**src/hdl/pmicc_pkg.sv**
```systemverilog
// Shared constants for the charger control register block.
// Assumes a 100 MHz system clock and byte-wide registers over I2C.
package pmicc_pkg;

	// ==========================================
	// Clock and time base
	localparam int CLK_PERIOD_NS       = 10;
	localparam int SECOND_NS           = 1000000000;
	localparam int SECOND_CYCLES       = SECOND_NS / CLK_PERIOD_NS;
	localparam int WATCHDOG_PERIOD_MS  = 1000;
	localparam int WATCHDOG_CYCLES     = WATCHDOG_PERIOD_MS * (1000000 / CLK_PERIOD_NS);

	// ==========================================
	// Register offsets
	localparam logic [7:0] ADDR_POWER_KEY = 8'h0c;
	localparam logic [7:0] ADDR_WD_KICK   = 8'h0d;
	localparam logic [7:0] ADDR_CHG_CTL   = 8'h10;
	localparam logic [7:0] ADDR_FCC       = 8'h11;

	// ==========================================
	// Field positions
	localparam int KEY_LSB     = 3;
	localparam int THERM_BIT   = 2;
	localparam int TIMER_BIT   = 1;
	localparam int CHARGER_ENABLE_BIT  = 0;

	// ==========================================
	// Reset values and codes
	localparam logic [1:0] LONG_PRESS_RST    = 2'h1;
	localparam logic [4:0] KEY_RST           = 5'h00;
	localparam logic [4:0] KEY_UNLOCK        = 5'h15;
	localparam logic       THERM_RST         = 1'h0;
	localparam logic       TIMER_RST         = 1'h1;
	localparam logic       CHARGER_ENABLE_RST        = 1'h1;
	localparam logic [5:0] FCC_RST           = 6'h08;
	localparam logic [2:0] KICK_CODE         = 3'h1;
	localparam logic [4:0] LONG_PRESS_STEP_S = 5'h04;
	localparam logic [2:0] CURRENT_STEP_MA   = 3'h5;
	localparam logic [6:0] DEVICE_ADDRESS    = 7'h2a; // Arbitrary default

	// ==========================================
	// I2C slave states
	typedef enum logic [3:0] {
		ST_IDLE, ST_ADDR, ST_ADDR_ACK, ST_PTR, ST_PTR_ACK,
		ST_WDATA, ST_WDATA_ACK, ST_RDATA, ST_RACK
	} pmicc_state_t;

endpackage

```
**src/hdl/pmicc_watchdog.sv**
```systemverilog
// Watchdog counter restarted by a one-cycle kick pulse.
// Assumes the kick comes from logic on the same clock.
`timescale 1ns/100ps
module pmicc_watchdog
	import pmicc_pkg::*;
#(
	parameter int PERIOD_CYCLES = WATCHDOG_CYCLES
) (
	// Clock and reset
	input  wire logic clk_in,
	input  wire logic reset_in,
	// Control
	input  wire logic kick_in,
	// Status
	output logic      expired_out
);

	logic [31:0] count_reg;
	logic        expired_reg;

	// ==========================================
	// Count, restart on kick only
	always_ff @(posedge clk_in) begin
		if (reset_in) begin
			count_reg <= 32'h0;
		end else if (kick_in) begin
			count_reg <= 32'h0;
		end else if (count_reg != 32'(PERIOD_CYCLES - 1)) begin
			count_reg <= count_reg + 32'h1;
		end
	end

	// Expiry stays up until the next kick
	always_ff @(posedge clk_in) begin
		if (reset_in) begin
			expired_reg <= 1'b0;
		end else if (kick_in) begin
			expired_reg <= 1'b0;
		end else if (count_reg == 32'(PERIOD_CYCLES - 1)) begin
			expired_reg <= 1'b1;
		end
	end

	assign expired_out = expired_reg;

endmodule

```
**src/hdl/pmicc_top.sv**
```systemverilog
// Charger control registers behind an I2C slave port, with watchdog
// kick, write-key protection and power key long press timing.
// Assumes SCL and SDA arrive asynchronously and SDA is open drain.
`timescale 1ns/100ps
module pmicc_top
	import pmicc_pkg::*;
#(
	parameter int KEY_SECOND_CYCLES = SECOND_CYCLES,
	parameter int WD_CYCLES         = WATCHDOG_CYCLES
) (
	// Clock and reset
	input  wire logic       clk_in,
	input  wire logic       reset_in,
	// I2C pins
	input  wire logic       scl_in,
	input  wire logic       sda_in,
	output logic            sda_out,
	output logic            sda_oe_out,
	// Board inputs
	input  wire logic       power_key_n_in,
	input  wire logic       thermistor_sense_pin_in,
	// Charger controls
	output logic            charger_enable_out,
	output logic            charge_safety_timer_enable_out,
	output logic            thermistor_control_enable_out,
	output logic            thermistor_sense_active_out,
	output logic [5:0]      fast_charge_current_code_out,
	output logic [8:0]      fast_charge_current_ma_out,
	// Status
	output logic            power_key_long_press_out,
	output logic            watchdog_expired_out
);

	// ==========================================
	// Register storage
	logic [1:0] power_key_long_press_time_reg;
	logic [4:0] charger_write_key_reg;
	logic       thermistor_control_enable_reg;
	logic       charge_safety_timer_enable_reg;
	logic       charger_enable_reg;
	logic [5:0] fast_charge_current_code_reg;
	logic [8:0] fast_charge_current_ma_reg;
	logic       watchdog_kick_reg;

	// Read view of each offset; 0Dh and unmapped offsets read zero
	function automatic logic [7:0] read_byte(input logic [7:0] addr);
		logic [7:0] data;
		data = 8'h00;
		case (addr)
			ADDR_POWER_KEY: data = {6'h00, power_key_long_press_time_reg};
			ADDR_CHG_CTL:   data = {charger_write_key_reg, thermistor_control_enable_reg,
				charge_safety_timer_enable_reg, charger_enable_reg};
			ADDR_FCC:       data = {2'h0, fast_charge_current_code_reg};
			default:        data = 8'h00;
		endcase
		return data;
	endfunction

	// A function result cannot be bit-selected, so the read view is a net
	logic [7:0] rd_byte;
	assign rd_byte = read_byte(ptr_reg);

	// ==========================================
	// Pin synchronisers
	logic scl_meta_reg, scl_sync_reg, scl_prev_reg;
	logic sda_meta_reg, sda_sync_reg, sda_prev_reg;
	logic key_meta_reg, key_sync_reg;
	logic ts_meta_reg,  ts_sync_reg;

	always_ff @(posedge clk_in) begin
		if (reset_in) begin
			scl_meta_reg <= 1'b1;
			scl_sync_reg <= 1'b1;
			scl_prev_reg <= 1'b1;
			sda_meta_reg <= 1'b1;
			sda_sync_reg <= 1'b1;
			sda_prev_reg <= 1'b1;
			key_meta_reg <= 1'b1;
			key_sync_reg <= 1'b1;
			ts_meta_reg  <= 1'b0;
			ts_sync_reg  <= 1'b0;
		end else begin
			scl_meta_reg <= scl_in;
			scl_sync_reg <= scl_meta_reg;
			scl_prev_reg <= scl_sync_reg;
			sda_meta_reg <= sda_in;
			sda_sync_reg <= sda_meta_reg;
			sda_prev_reg <= sda_sync_reg;
			key_meta_reg <= power_key_n_in;
			key_sync_reg <= key_meta_reg;
			ts_meta_reg  <= thermistor_sense_pin_in;
			ts_sync_reg  <= ts_meta_reg;
		end
	end

	logic scl_rise, scl_fall, start_det, stop_det;
	assign scl_rise  = scl_sync_reg & ~scl_prev_reg;
	assign scl_fall  = ~scl_sync_reg & scl_prev_reg;
	assign start_det = scl_sync_reg & scl_prev_reg & sda_prev_reg & ~sda_sync_reg;
	assign stop_det  = scl_sync_reg & scl_prev_reg & ~sda_prev_reg & sda_sync_reg;

	// ==========================================
	// I2C slave engine
	pmicc_state_t state_reg;
	logic [3:0]   bit_cnt_reg;
	logic [7:0]   shift_reg;
	logic [7:0]   tx_reg;
	logic [7:0]   ptr_reg;
	logic         rw_reg;
	logic         nack_reg;
	logic         sda_oe_reg;
	logic         sda_out_reg;
	logic         wr_stb_reg;
	logic [7:0]   wr_addr_reg;
	logic [7:0]   wr_data_reg;

	// Sampling on SCL rise
	always_ff @(posedge clk_in) begin
		if (reset_in) begin
			shift_reg   <= 8'h00;
			nack_reg    <= 1'b1;
		end else if (scl_rise) begin
			if (state_reg == ST_ADDR || state_reg == ST_PTR || state_reg == ST_WDATA) begin
				shift_reg <= {shift_reg[6:0], sda_sync_reg};
			end
			if (state_reg == ST_RACK) begin
				nack_reg <= sda_sync_reg;
			end
		end
	end

	// Sequencing, driving on SCL fall so SDA only moves while SCL is low
	always_ff @(posedge clk_in) begin
		if (reset_in) begin
			state_reg   <= ST_IDLE;
			bit_cnt_reg <= 4'h0;
			tx_reg      <= 8'h00;
			ptr_reg     <= 8'h00;
			rw_reg      <= 1'b0;
			sda_oe_reg  <= 1'b0;
		end else if (start_det) begin
			state_reg   <= ST_ADDR;
			bit_cnt_reg <= 4'h0;
			sda_oe_reg  <= 1'b0;
		end else if (stop_det) begin
			state_reg  <= ST_IDLE;
			sda_oe_reg <= 1'b0;
		end else if (scl_rise && state_reg != ST_IDLE && bit_cnt_reg != 4'h8) begin
			bit_cnt_reg <= bit_cnt_reg + 4'h1;
		end else if (scl_fall) begin
			case (state_reg)
				ST_ADDR: begin
					if (bit_cnt_reg == 4'h8) begin
						if (shift_reg[7:1] == DEVICE_ADDRESS) begin
							rw_reg     <= shift_reg[0];
							sda_oe_reg <= 1'b1;
							state_reg  <= ST_ADDR_ACK;
						end else begin
							state_reg <= ST_IDLE;
						end
					end
				end
				ST_ADDR_ACK: begin
					bit_cnt_reg <= 4'h0;
					if (rw_reg) begin
						// Reads start at the stored pointer and auto-increment
						sda_oe_reg <= ~rd_byte[7];
						tx_reg     <= {rd_byte[6:0], 1'b0};
						ptr_reg    <= ptr_reg + 8'h01;
						state_reg  <= ST_RDATA;
					end else begin
						sda_oe_reg <= 1'b0;
						state_reg  <= ST_PTR;
					end
				end
				ST_PTR: begin
					if (bit_cnt_reg == 4'h8) begin
						ptr_reg    <= shift_reg;
						sda_oe_reg <= 1'b1;
						state_reg  <= ST_PTR_ACK;
					end
				end
				ST_WDATA: begin
					if (bit_cnt_reg == 4'h8) begin
						ptr_reg    <= ptr_reg + 8'h01;
						sda_oe_reg <= 1'b1;
						state_reg  <= ST_WDATA_ACK;
					end
				end
				ST_PTR_ACK, ST_WDATA_ACK: begin
					bit_cnt_reg <= 4'h0;
					sda_oe_reg  <= 1'b0;
					state_reg   <= ST_WDATA;
				end
				ST_RDATA: begin
					if (bit_cnt_reg == 4'h8) begin
						sda_oe_reg <= 1'b0;
						state_reg  <= ST_RACK;
					end else begin
						sda_oe_reg <= ~tx_reg[7];
						tx_reg     <= {tx_reg[6:0], 1'b0};
					end
				end
				ST_RACK: begin
					bit_cnt_reg <= 4'h0;
					if (nack_reg) begin
						state_reg <= ST_IDLE;
					end else begin
						sda_oe_reg <= ~rd_byte[7];
						tx_reg     <= {rd_byte[6:0], 1'b0};
						ptr_reg    <= ptr_reg + 8'h01;
						state_reg  <= ST_RDATA;
					end
				end
				default: begin
					state_reg  <= ST_IDLE;
					sda_oe_reg <= 1'b0;
				end
			endcase
		end
	end

	// Open drain: the data level is always low, only the enable moves
	always_ff @(posedge clk_in) begin
		if (reset_in) begin
			sda_out_reg <= 1'b0;
		end else begin
			sda_out_reg <= 1'b0;
		end
	end

	// One-cycle write strobe when a data byte completes
	always_ff @(posedge clk_in) begin
		if (reset_in) begin
			wr_stb_reg  <= 1'b0;
			wr_addr_reg <= 8'h00;
			wr_data_reg <= 8'h00;
		end else begin
			wr_stb_reg <= scl_fall && !start_det && !stop_det
				&& state_reg == ST_WDATA && bit_cnt_reg == 4'h8;
			wr_addr_reg <= ptr_reg;
			wr_data_reg <= shift_reg;
		end
	end

	// ==========================================
	// Register writes
	logic unlocked;
	assign unlocked = (charger_write_key_reg == KEY_UNLOCK);

	always_ff @(posedge clk_in) begin
		if (reset_in) begin
			power_key_long_press_time_reg <= LONG_PRESS_RST;
		end else if (wr_stb_reg && wr_addr_reg == ADDR_POWER_KEY) begin
			power_key_long_press_time_reg <= wr_data_reg[1:0];
		end
	end

	always_ff @(posedge clk_in) begin
		if (reset_in) begin
			charger_write_key_reg          <= KEY_RST;
			thermistor_control_enable_reg  <= THERM_RST;
			charge_safety_timer_enable_reg <= TIMER_RST;
			charger_enable_reg             <= CHARGER_ENABLE_RST;
		end else if (wr_stb_reg && wr_addr_reg == ADDR_CHG_CTL) begin
			charger_write_key_reg          <= wr_data_reg[KEY_LSB +: 5];
			thermistor_control_enable_reg  <= wr_data_reg[THERM_BIT];
			charge_safety_timer_enable_reg <= wr_data_reg[TIMER_BIT];
			charger_enable_reg             <= wr_data_reg[CHARGER_ENABLE_BIT];
		end
	end

	// Key is judged before this write lands, so a relock takes one write
	always_ff @(posedge clk_in) begin
		if (reset_in) begin
			fast_charge_current_code_reg <= FCC_RST;
		end else if (wr_stb_reg && wr_addr_reg == ADDR_FCC && unlocked) begin
			fast_charge_current_code_reg <= wr_data_reg[5:0];
		end
	end

	always_ff @(posedge clk_in) begin
		if (reset_in) begin
			fast_charge_current_ma_reg <= 9'(FCC_RST) * 9'(CURRENT_STEP_MA);
		end else begin
			// Widen before the product, a 6-bit product would wrap above 63 mA
			fast_charge_current_ma_reg <= 9'(fast_charge_current_code_reg) * 9'(CURRENT_STEP_MA);
		end
	end

	always_ff @(posedge clk_in) begin
		if (reset_in) begin
			watchdog_kick_reg <= 1'b0;
		end else begin
			watchdog_kick_reg <= wr_stb_reg && wr_addr_reg == ADDR_WD_KICK
				&& wr_data_reg[2:0] == KICK_CODE;
		end
	end

	always_ff @(posedge clk_in) begin
		if (reset_in) begin
			thermistor_sense_active_out <= 1'b0;
		end else begin
			thermistor_sense_active_out <= thermistor_control_enable_reg & ts_sync_reg;
		end
	end

	// ==========================================
	// Power key long press timing
	logic [31:0] sec_tick_reg;
	logic [4:0]  sec_cnt_reg;
	logic        press_done_reg;
	logic        long_press_reg;
	logic [4:0]  press_target;
	assign press_target = 5'(({3'h0, power_key_long_press_time_reg} + 5'h01) * LONG_PRESS_STEP_S);

	always_ff @(posedge clk_in) begin
		if (reset_in || key_sync_reg) begin
			sec_tick_reg   <= 32'h0;
			sec_cnt_reg    <= 5'h00;
			press_done_reg <= 1'b0;
			long_press_reg <= 1'b0;
		end else begin
			long_press_reg <= 1'b0;
			if (sec_tick_reg == 32'(KEY_SECOND_CYCLES - 1)) begin
				sec_tick_reg <= 32'h0;
				sec_cnt_reg  <= sec_cnt_reg + 5'h01;
			end else begin
				sec_tick_reg <= sec_tick_reg + 32'h1;
			end
			// One pulse per press, however long it is held
			if (!press_done_reg && sec_cnt_reg == press_target) begin
				press_done_reg <= 1'b1;
				long_press_reg <= 1'b1;
			end
		end
	end

	// ==========================================
	// Watchdog
	logic wd_expired;

	pmicc_watchdog #(
		.PERIOD_CYCLES (WD_CYCLES)
	) u_watchdog (
		.clk_in      (clk_in),
		.reset_in    (reset_in),
		.kick_in     (watchdog_kick_reg),
		.expired_out (wd_expired)
	);

	// ==========================================
	// Outputs
	assign sda_out                        = sda_out_reg;
	assign sda_oe_out                     = sda_oe_reg;
	assign charger_enable_out             = charger_enable_reg;
	assign charge_safety_timer_enable_out = charge_safety_timer_enable_reg;
	assign thermistor_control_enable_out  = thermistor_control_enable_reg;
	assign fast_charge_current_code_out   = fast_charge_current_code_reg;
	assign fast_charge_current_ma_out     = fast_charge_current_ma_reg;
	assign power_key_long_press_out       = long_press_reg;
	assign watchdog_expired_out           = wd_expired;

endmodule

```
**config.mk**
```make
export PLATFORM = sky130hd
export DESIGN_NAME = pmicc_top
export DESIGN_NICKNAME = d
export VERILOG_FILES = /design/src/hdl/pmicc_pkg.sv /design/src/hdl/pmicc_watchdog.sv /design/src/hdl/pmicc_top.sv
export SDC_FILE = /design/constraint.sdc
export NUM_CORES = 1
export LEC_CHECK = 0
export ABC_AREA = 0
export BUFFER_PORTS_ARGS = -buffer_cell sky130_fd_sc_hd__buf_2
export CELL_PAD_IN_SITES_DETAIL_PLACEMENT = 0
export CELL_PAD_IN_SITES_GLOBAL_PLACEMENT = 1
export CORE_UTILIZATION = 51
export DETAILED_ROUTE_END_ITERATION = 8
export PLACE_DENSITY = 0.86
export REMOVE_ABC_BUFFERS = 1
export SLEW_MARGIN = 30
export SYNTH_ARGS = -nofsm -noshare
export SYNTH_HDL_FRONTEND = slang
export SYNTH_SLANG_ARGS = --single-unit
```
**constraint.sdc**
```tcl
create_clock -name clk_in -period 3 [get_ports clk_in]
set_input_delay 0 -clock clk_in [delete_from_list [all_inputs] [get_ports clk_in]]
set_output_delay 0 -clock clk_in [all_outputs]
set_load 0.01 [all_outputs]
```
==> results.cfg, run 1 <==
[worst_setup_path]
arrival_ns = 2.64
end_kind = flop
worstSetupStartpointType = flop
path_class = flop to flop
critPathRequiredTime_ns = 3.35
crit_fanout = 15
cp_top_family = simple AND/OR/NAND/NOR gates
cpMaxStageDelayCell = dfxtp_1
crit_chain = nor4b_2 -> o21ai_0 -> o221ai_2 -> o21ai_2 -> or3_1 -> a31oi_1
max_stage_delay_ns = 0.60
cp-startpoint = state_reg[3]$_SDFFE_PP0P_
crit_buf_inv = 0
r2r_start = state_reg[3]$_SDFFE_PP0P_

[sta]
slew_headroom_pct = 41.61
max_clock_freq_mhz = 435.2
rsz0062_at_grt = no
period_share_pct = 76.59
finalCriticalPeriod_ns = 2.298
setup-tns-final_ns = 0
hold_viol_final = 0
finClkSkew_ns = 0.008016
drv_slew = 0
setup_viol = 0
tightestPinTransition_ns = 0.8721

[clocking]
clock_path_buffers = 2
cts_buffers = 17
clk_pin_slew_ns = 0.06
clock-sinks = 160
clock_latency_ns = 0.42
ctsResizeCount = 0
cts-root-buf = clkbuf_16
htreeDepth = 4
cts_tree = yes

[routing]
drcViolationCount = 0
vias_per_cell = 5.494
routed_wl_microns = 14300
wire_per_inst_microns = 14.52
ant_nets = 0
num_vias = 5412
initialDrtViolationCount = 325
dr.pass1.iters = 5

[cells_and_area]
final_nets = 821
diodes = 0
nFillCells = 1171
drive_gt1_share_pct = 12.48
fin_util_pct = 59.85
area_growth_pct = 13.19

[pwr]
finalPower_mw = 4.545
ir_drop_uv = 399.7
leakage_nw = 3.024
powerDensity_mw_per_mm2 = 566.7

[grt]
grt_max_degree = 35
track_usage_pct = 21.07
grt_pass1_vias = 5216
grt_pass1_wl_microns = 24350
grt_overflow = 0
antenna_found_initial = 0

[synth]
synth_top_flop_cell = dfxtp_1
synth-seq-area-share_pct = 45.21
ys_ff_latch = 160
ys_warn_count = 0
ys_async_sr_fraction_pct = 0
synth_area_sq_mm = 0.007086
synth_cells = 770
syn_avg_cell_area_sq_um = 9.202
synth-edff-count = 0
synth_cell_types = 76

[placement]
place_hpwl_microns = 9909
io_buffers = 27
gp_congestion = 0.8493

[floorplan]
rows = 42
io-pin-count = 29
start_util_pct = 52.88
coreArea_sq_mm = 0.01340
dieArea_sq_mm = 0.01437
die_y_microns = 119.9
die_w_microns = 119.9

[min_path]
min-delay-start = reset_in
worstHoldPathType = input pin to flop

[run]
max-cap-violations = 0

[status]
status = finished, final reports clean
==> metrics by stage <==
step | instances | setup slack [ns] | area (sq um) | hold WS, ns
2_1_floorplan | 742 | 0.7443 | 6958 | 0.06669
3_5_place_dp | 949 | 0.7051 | 7343 | 0.1868
5_1_grt | 985 | 0.4879 | 8020 | 0.07915
4_1_cts | 985 | 0.6649 | 8020 | 0.04477
6_report | 985 | 0.7022 | 8020 | 0.05812
3_3_place_gp | 949 | 0.7632 | 7343 | 0.1845
==> logic make-up after synthesis <==
| family | Yosys count | share of synthesized area, % |
|---|---|---|
| muxes | 20 | 2.825 |
| other | 1 | 0.05292 |
| DFF | 160 | 45.21 |
| adders and majority gates | 19 | 3.461 |
| and+or+nand+nor | 355 | 27.39 |
| buffers and inverters | 45 | 2.702 |
| xor gates and xnor gates | 70 | 8.653 |
| AOI/OAI and AO/OA | 100 | 9.712 |
==> worst paths after layout <==
path / slack (ns) / endpoint / cells past startpoint
worst max register to register: 0.70 / ptr_reg[0]$_SDFFE_PP0P_ / 6
worst min register to register: 0.41 / key_sync_reg$_SDFF_PP1_ / 1
worst min-delay path: 0.06 / rw_reg$_SDFFE_PP0P_ / 2
worst max-delay path: 0.70 / ptr_reg[0]$_SDFFE_PP0P_ / 6
==> worst reg2reg max path, stage by stage (launching register included) <==
cell      delay [ns]
dfxtp_1         0.60
nor4b_2         0.53
o21ai_0         0.21
o221ai_2        0.11
o21ai_2         0.22
or3_1           0.40
a31oi_1         0.15
==> placed cells by master (no fill, tap or decap), types with 4 or more instances in the layout <==
cell type	count
a211oi_1	5
a21o_1	9
a21oi_1	26
a22oi_1	5
a31oi_1	5
and3_1	15
buf_2	27
buf_4	4
bufinv_16	4
clkbuf_16	17
dfxtp_1	160
dlygate4sd3_1	4
ha_1	18
inv_1	17
mux2i_1	20
nand2_1	42
nand2b_1	9
nand3_1	35
nand4_1	19
nor2_1	120
nor2b_1	22
nor3_1	18
nor3b_1	6
nor4_2	4
nor4b_1	6
o21ai_0	14
o22a_1	8
or2_2	14
or3_1	7
xnor2_1	21
xor2_1	49
==> cells in the mapped netlist (all sizes together), types with 7 or more instances <==
| master | number | share of area, % |
|---|---|---|
| a21o | 9 | 0.95 |
| a21oi | 26 | 1.8 |
| and3 | 16 | 1.4 |
| buf | 12 | 0.94 |
| clkbuf | 16 | 0.87 |
| dfxtp | 160 | 45 |
| ha | 18 | 3.2 |
| inv | 17 | 0.90 |
| mux2i | 20 | 2.8 |
| nand2 | 42 | 2.2 |
| nand2b | 9 | 0.79 |
| nand3 | 35 | 2.5 |
| nand4 | 19 | 1.7 |
| nor2 | 120 | 6.4 |
| nor2b | 22 | 1.9 |
| nor3 | 20 | 1.6 |
| nor3b | 7 | 0.81 |
| nor4 | 8 | 1.7 |
| nor4b | 8 | 1.2 |
| o21ai | 16 | 1.2 |
| o22a | 8 | 0.99 |
| or2 | 15 | 1.3 |
| or3 | 11 | 1.1 |
| xnor2 | 21 | 2.6 |
| xor2 | 49 | 6.1 |
==> per-layer routing <==
metal	part of all wire (%)	GRT usage [%]	vias to the layer above
li1	-	-	2740
met1	46	26.60	2571
met2	49	35.59	87
met3	3.2	4.040	14
met4	1.4	7.891	0
met5	0	0	-
==> power by group <==
part | internal (mW) | total [mW] | leakage, nW | switching (mW)
Clock | 1.44 | 2.29 | 0.305 | 0.855
Sequential | 2.14 | 2.16 | 1.29 | 0.0160
Combinational | 0.0354 | 0.0971 | 1.43 | 0.0617
==> final cells by class <==
type	count	area, sq um	area share (%)
Multi-Input combinational cell	565	3691	46.02
Sequential cell	160	3203	39.94
Clock buffer	19	452.9	5.647
Tap cell	176	220.2	2.746
Timing Repair Buffer	35	205.2	2.559
Clock inverter	13	183.9	2.293
Inverter	17	63.81	0.7956
==> timing repair <==
action / CTS / global route
hold buffers: 4 / 0
hold endpoints to repair: 4 / 0
buffers inserted: 0 / 0
No activity file was read; power rests on OpenSTA's default activity.
==> inputs of run 2 (changes only) <==
- ABC_AREA: 0 -> 1
- CORE_UTILIZATION: 51 -> 45
- PLACE_DENSITY: 0.86 -> 0.82
- clock period: 3 -> 2.39 ns (I/O delays scaled with it)
==> run 2 against run 1 <==
Area after synthesis is 12% higher. Die area rose by 26%. Sequential cell count unchanged. Power up 24%. Sequential power up 25%. Critical endpoint is now sec_tick_reg[16]$_SDFF_PP0_.
==> results.cfg, run 2 <==
[placement]
io_buffers = 27
dp.cells = 1390
gp_congestion = 0.8868
preCtsSetupSlack_ns = 0.4640
place_hpwl_microns = 13890

[worst_setup_path]
r2r_start = sec_tick_reg[0]$_SDFF_PP0_
crit_fanout = 31
cp-startpoint = sec_tick_reg[0]$_SDFF_PP0_
worstSetupStartpointType = flop
reg2reg_depth = 8
path_class = flop to flop
critPathRequiredTime_ns = 2.69
arrival_ns = 2.28
r2r_slack_ns = 0.42
end_kind = flop
reg2reg_to = sec_tick_reg[16]$_SDFF_PP0_
worstSetupEndpoint = sec_tick_reg[16]$_SDFF_PP0_

[synth]
synth_top_flop_cell = dfxtp_1
synth_cell_types = 44
post-synth-top-count-cell = nand2_1
synth_cells = 1152
ys_async_sr_fraction_pct = 0
synthTopCellsByArea = dfxtp_1, nand2_1, nor2_1
synth-seq-area-share_pct = 40.44
ys_warn_count = 0
ys_ff_latch = 160
synth_top_area_cell = dfxtp_1
syn_avg_cell_area_sq_um = 6.876
synth-edff-count = 0
synth_top_cells_by_count = nand2_1, nor2_1, dfxtp_1
synth_area_sq_mm = 0.007921
synth_top_area_share_pct = 40.44

[grt]
grt_pass1_wl_microns = 31340
antenna_found_initial = 0
track_usage_pct = 21.81
grt_pass1_vias = 6597
grt_max_degree = 32
grt_overflow = 0

[run]
max-cap-violations = 0

[floorplan]
dieArea_sq_mm = 0.01814
coreArea_sq_mm = 0.01724
io-pin-count = 29
die_y_microns = 134.7
die_w_microns = 134.7
start_util_pct = 45.96
rows = 48

[clocking]
cts-root-buf = clkbuf_16
ctsResizeCount = 0
clock_path_buffers = 2
htreeDepth = 4
clock_latency_ns = 0.44
clk_pin_slew_ns = 0.07
clock-sinks = 160
cts_buffers = 17
cts_tree = yes

[pwr]
clkPwrFrac_pct = 49.5
combPwrFrac_pct = 2.6
p_int_mw = 4.304
p_switching_mw = 1.324
leakage_nw = 3.373
powerDensity_mw_per_mm2 = 631.2
pwr-share-seq_pct = 47.9
ir_drop_uv = 534.8
swShare_pct = 23.52

[sta]
slew_headroom_pct = 61.90
rsz0062_at_grt = no
max_clock_freq_mhz = 506.7
finClkSkew_ns = 0.01198
setup_slack_ns = 0.4164
setup_viol = 0
finalCriticalPeriod_ns = 1.974
period_share_pct = 82.58
tightestPinTransition_ns = 0.5663
setup-tns-final_ns = 0
drv_slew = 0
hold_viol_final = 0

[routing]
wire_per_inst_microns = 13.03
ant_nets = 0
vias_per_cell = 4.952
routed_wl_microns = 18600
initialDrtViolationCount = 434
dr.pass1.iters = 5
drcViolationCount = 0
num_vias = 7067

[cells_and_area]
area_growth_pct = 12.56
final_cell_mix = nand2_1, nor2_1, dfxtp_1, inv_1, nand3_1
seq_area_sq_mm = 0.003203
fin_util_pct = 51.73
diodes = 0
layoutNonFillerInstCount = 1427
nFillCells = 1730
final_common_cell = nand2_1
drive_gt1_share_pct = 9.567
multi_input_area_sq_mm = 0.004053
final_nets = 1214

[min_path]
worstHoldPathType = input pin to flop

[status]
status = finished, final reports clean
-- run 2: cells by family after synthesis --
logic type                 after synthesis  share of synthesized area, %
buffers and inverters                  164                         8.403
other                                    1                       0.04734
adders and majority gates               19                         3.096
and+or+nand+nor                        638                         35.62
DFF                                    160                         40.44
xor gates and xnor gates                19                         2.101
AOI/OAI and AO/OA                      151                         10.30
-- run 2: critical path, stage by stage (launching register included) --
cell	delay [ns]
dfxtp_1	0.41
ha_1	0.29
nand2_1	0.08
inv_1	0.08
nand3_2	0.13
nor3_4	0.25
nand2_2	0.18
nand2_4	0.32
nor2_1	0.09
-- run 2: cell type report --
type                       count  area share, %
inverter                     142          5.978
tap                          225          3.157
timing repair buffer          40          2.750
clock inverter                15          1.965
multi-input combinational    828          45.45
clock buffer                  17          4.771
sequential                   160          35.92
-- run 2: metal layers --
| metal | part of all wire [%] | track usage [%] |
|---|---|---|
| met5 | 0 | 0 |
| met4 | 1.4 | 7.366 |
| met3 | 2.8 | 4.092 |
| met2 | 48 | 37.43 |
| met1 | 48 | 27.38 |
-- run 2: what timing repair did --
action | in CTS | in global routing
buffers inserted | 0 | 0
hold buffers | 5 | 0
hold endpoints to repair | 10 | 0
-- run 2: worst min-delay path by stage --
stage / start / endpoint / slack [ns] / cells past startpoint
after CTS: scl_in / scl_meta_reg$_SDFF_PP1_ / 0.26 / 3
after detailed placement: power_key_n_in / key_meta_reg$_SDFF_PP1_ / 0.19 / 2
after floorplan: reset_in / tx_reg[1]$_SDFFE_PP0P_ / 0.06 / 1
final: sda_in / sda_meta_reg$_SDFF_PP1_ / 0.27 / 3
after global placement: scl_in / scl_meta_reg$_SDFF_PP1_ / 0.19 / 2
after global routing: sda_in / sda_meta_reg$_SDFF_PP1_ / 0.27 / 3
-- run 2: power groups by stage --
| stage | Combinational (mW) | Clock, mW | Sequential (mW) |
|---|---|---|---|
| 2_1_floorplan | 0.0914 | 0 | 2.75 |
| 3_3_place_gp | 0.142 | 0 | 2.76 |
| 5_1_grt | 0.167 | 2.96 | 2.70 |
| 3_5_place_dp | 0.142 | 0 | 2.76 |
| 4_1_cts | 0.150 | 2.85 | 2.70 |
| 6_report | 0.148 | 2.78 | 2.70 |
-- run 2: metrics by stage --
| stage | hold slack (ns) | total power [mW] | cell area (sq um) |
|---|---|---|---|
| after floorplan | 0.06244 | 2.846 | 7789 |
| after global placement | 0.1855 | 2.899 | 8265 |
| after detailed placement | 0.1869 | 2.899 | 8265 |
| after CTS | 0.2585 | 5.700 | 8916 |
| after global routing | 0.2680 | 5.819 | 8916 |
| final | 0.2735 | 5.628 | 8916 |
==> inputs of run 3 (changes only) <==
- ABC_AREA: 1 -> 0
- CORE_UTILIZATION: 45 -> 48
- PLACE_DENSITY: 0.82 -> 0.81
- clock period: 2.39 -> 1.95 ns (I/O delays scaled with it)
==> run 3 against run 2 <==
The flow now finishes with violations (setup timing). First-iteration DRC count shrank 42%. Sequential cell count is the same. Sequential share of layout area up 0.82 points. Non-clock buffer count is 70 higher. Combinational power up 26%. Power rose by 27%. Critical endpoint is now u_watchdog.count_reg[4]$_SDFFE_PP0P_.
==> results.cfg, run 3 (synthesis results as in run 1) <==
[status]
status = finished with violations
violations = setup timing

[sta]
finClkSkew_ns = 0.007387
period_share_pct = 102.4
max_clock_freq_mhz = 500.9
slew_headroom_pct = 58.57
hold_viol_final = 0
finalCriticalPeriod_ns = 1.996
setup_slack_ns = -0.04642
rsz0062_at_grt = yes
setup-tns-final_ns = -0.1502
setup_viol = 7
holdWs_ns = 0.2933
drv_slew = 0
tightestPinTransition_ns = 0.6214

[min_path]
hold_end = sda_meta_reg$_SDFF_PP1_
min_path_cells = 3
min-delay-start = sda_in
worstHoldPathType = input pin to flop

[routing]
ant_nets = 0
vias_per_cell = 5.339
wire_per_inst_microns = 14.33
initialDrtViolationCount = 251
dr.pass1.iters = 6
routed_wl_microns = 15310
num_vias = 5702
drcViolationCount = 0

[worst_setup_path]
crit_fanout = 3
path_class = flop to flop
worstSetupStartpointType = flop
end_kind = flop
arrival_ns = 2.29
r2r_slack_ns = -0.05
r2r_start = u_watchdog.count_reg[8]$_SDFFE_PP0P_
critPathRequiredTime_ns = 2.24
reg2reg_depth = 7
reg2reg_to = u_watchdog.count_reg[4]$_SDFFE_PP0P_

[clocking]
clock_path_buffers = 2
htreeDepth = 4
cts_tree = yes
clk_pin_slew_ns = 0.06
cts-root-buf = clkbuf_16
clock-sinks = 160
cts_buffers = 17
clock_latency_ns = 0.42

[placement]
gp_congestion = 0.8422
place_hpwl_microns = 11100
dp.cells = 1024
preCtsSetupSlack_ns = -0.1199
post_dp_cell_area_sq_mm = 0.007856
io_buffers = 27

[cells_and_area]
final_common_cell = dfxtp_1
fin_util_pct = 60.40
final_nets = 896
layoutNonFillerInstCount = 1068
post-route-cell-area_sq_mm = 0.008745
nFillCells = 1241
seq_area_sq_mm = 0.003213
area_growth_pct = 23.42
final_cell_mix = dfxtp_1, nor2_1, buf_4, xor2_1, nand2_1
diodes = 0
multi_input_area_sq_mm = 0.003800
drive_gt1_share_pct = 22.29

[grt]
antenna_found_initial = 0
grt_pass1_vias = 5516
grt_max_degree = 34
grt_pass1_wl_microns = 25280
track_usage_pct = 21.38
grt_overflow = 0

[pwr]
ir_drop_uv = 544.0
finalPower_mw = 7.156
powerDensity_mw_per_mm2 = 818.3
leakage_nw = 3.434

[floorplan]
die_y_microns = 123.5
die_w_microns = 123.5
rows = 44
dieArea_sq_mm = 0.01525
coreArea_sq_mm = 0.01448
start_util_pct = 48.94
io-pin-count = 29

[run]
max-cap-violations = 0
## run 3: cell types whose count changed in the layout (fill, tap and decap cells not counted), moves of 20 or more
cell / previous run / this run
o21ai_0: 45 / 13
xor2_1: 16 / 49
inv_1: 139 / 16
nor2b_1: 0 / 22
mux2i_1: 0 / 20
buf_4: 8 / 74
a21oi_1: 78 / 25
nor2_1: 186 / 120
nand3_1: 79 / 34
nand2_1: 256 / 42
nor3_1: 44 / 17
## run 3: worst max path at each step
stage / startpoint / endpoint / slack, ns / cells past startpoint
after floorplan: sec_tick_reg[0]$_SDFF_PP0_ / sec_tick_reg[10]$_SDFF_PP0_ / -0.31 / 6
after global placement: u_watchdog.count_reg[29]$_SDFFE_PP0P_ / u_watchdog.count_reg[5]$_SDFFE_PP0P_ / -0.04 / 7
after detailed placement: u_watchdog.count_reg[8]$_SDFFE_PP0P_ / u_watchdog.count_reg[7]$_SDFFE_PP0P_ / -0.12 / 6
after CTS: u_watchdog.count_reg[8]$_SDFFE_PP0P_ / u_watchdog.count_reg[7]$_SDFFE_PP0P_ / -0.08 / 6
after global routing: u_watchdog.count_reg[8]$_SDFFE_PP0P_ / u_watchdog.count_reg[5]$_SDFFE_PP0P_ / -0.17 / 7
final: u_watchdog.count_reg[8]$_SDFFE_PP0P_ / u_watchdog.count_reg[4]$_SDFFE_PP0P_ / -0.05 / 7
## run 3: metal layers
layer / global-route usage (%) / wire [microns] / up-vias
li1: - / - / 2899
met1: 25.98 / 7050 / 2696
met4: 8.358 / 269 / 0
met5: 0 / 0 / -
met2: 36.77 / 7557 / 84
met3: 4.520 / 430 / 23
## run 3: critical path: stages (launching register included)
cell and delay [ns]:
dfxtp_2 0.32, or4_1 0.51, or3_4 0.36, nor4_4 0.20, buf_4 0.17, nand4b_1 0.12
xor2_1 0.15, nor2_1 0.05
## run 3: report_power, final
part	switching [mW]	internal [mW]
combinational	0.110	0.0760
sequential	0.0210	3.29
clock	1.35	2.31
## run 3: final cells by class
cell class | instances | area share (%)
multi-input cells | 565 | 43.45
flip-flops and latches | 160 | 36.74
repair buffers | 110 | 8.986
clock buffers | 19 | 5.065
well taps | 184 | 2.633
clock inverters | 13 | 2.389
inverters | 17 | 0.7297
## run 3: timing repair
| action | 4_1_cts | 5_1_grt |
|---|---|---|
| pin swaps | 0 | 7 |
| setup buffers | 2 | 5 |
| gates cloned | 0 | 0 |
| hold buffers | 5 | 0 |
| hold endpoints to repair | 6 | 0 |
| resized for setup | 2 | 32 |
| endpoints found under the setup margin | 10 | 61 |
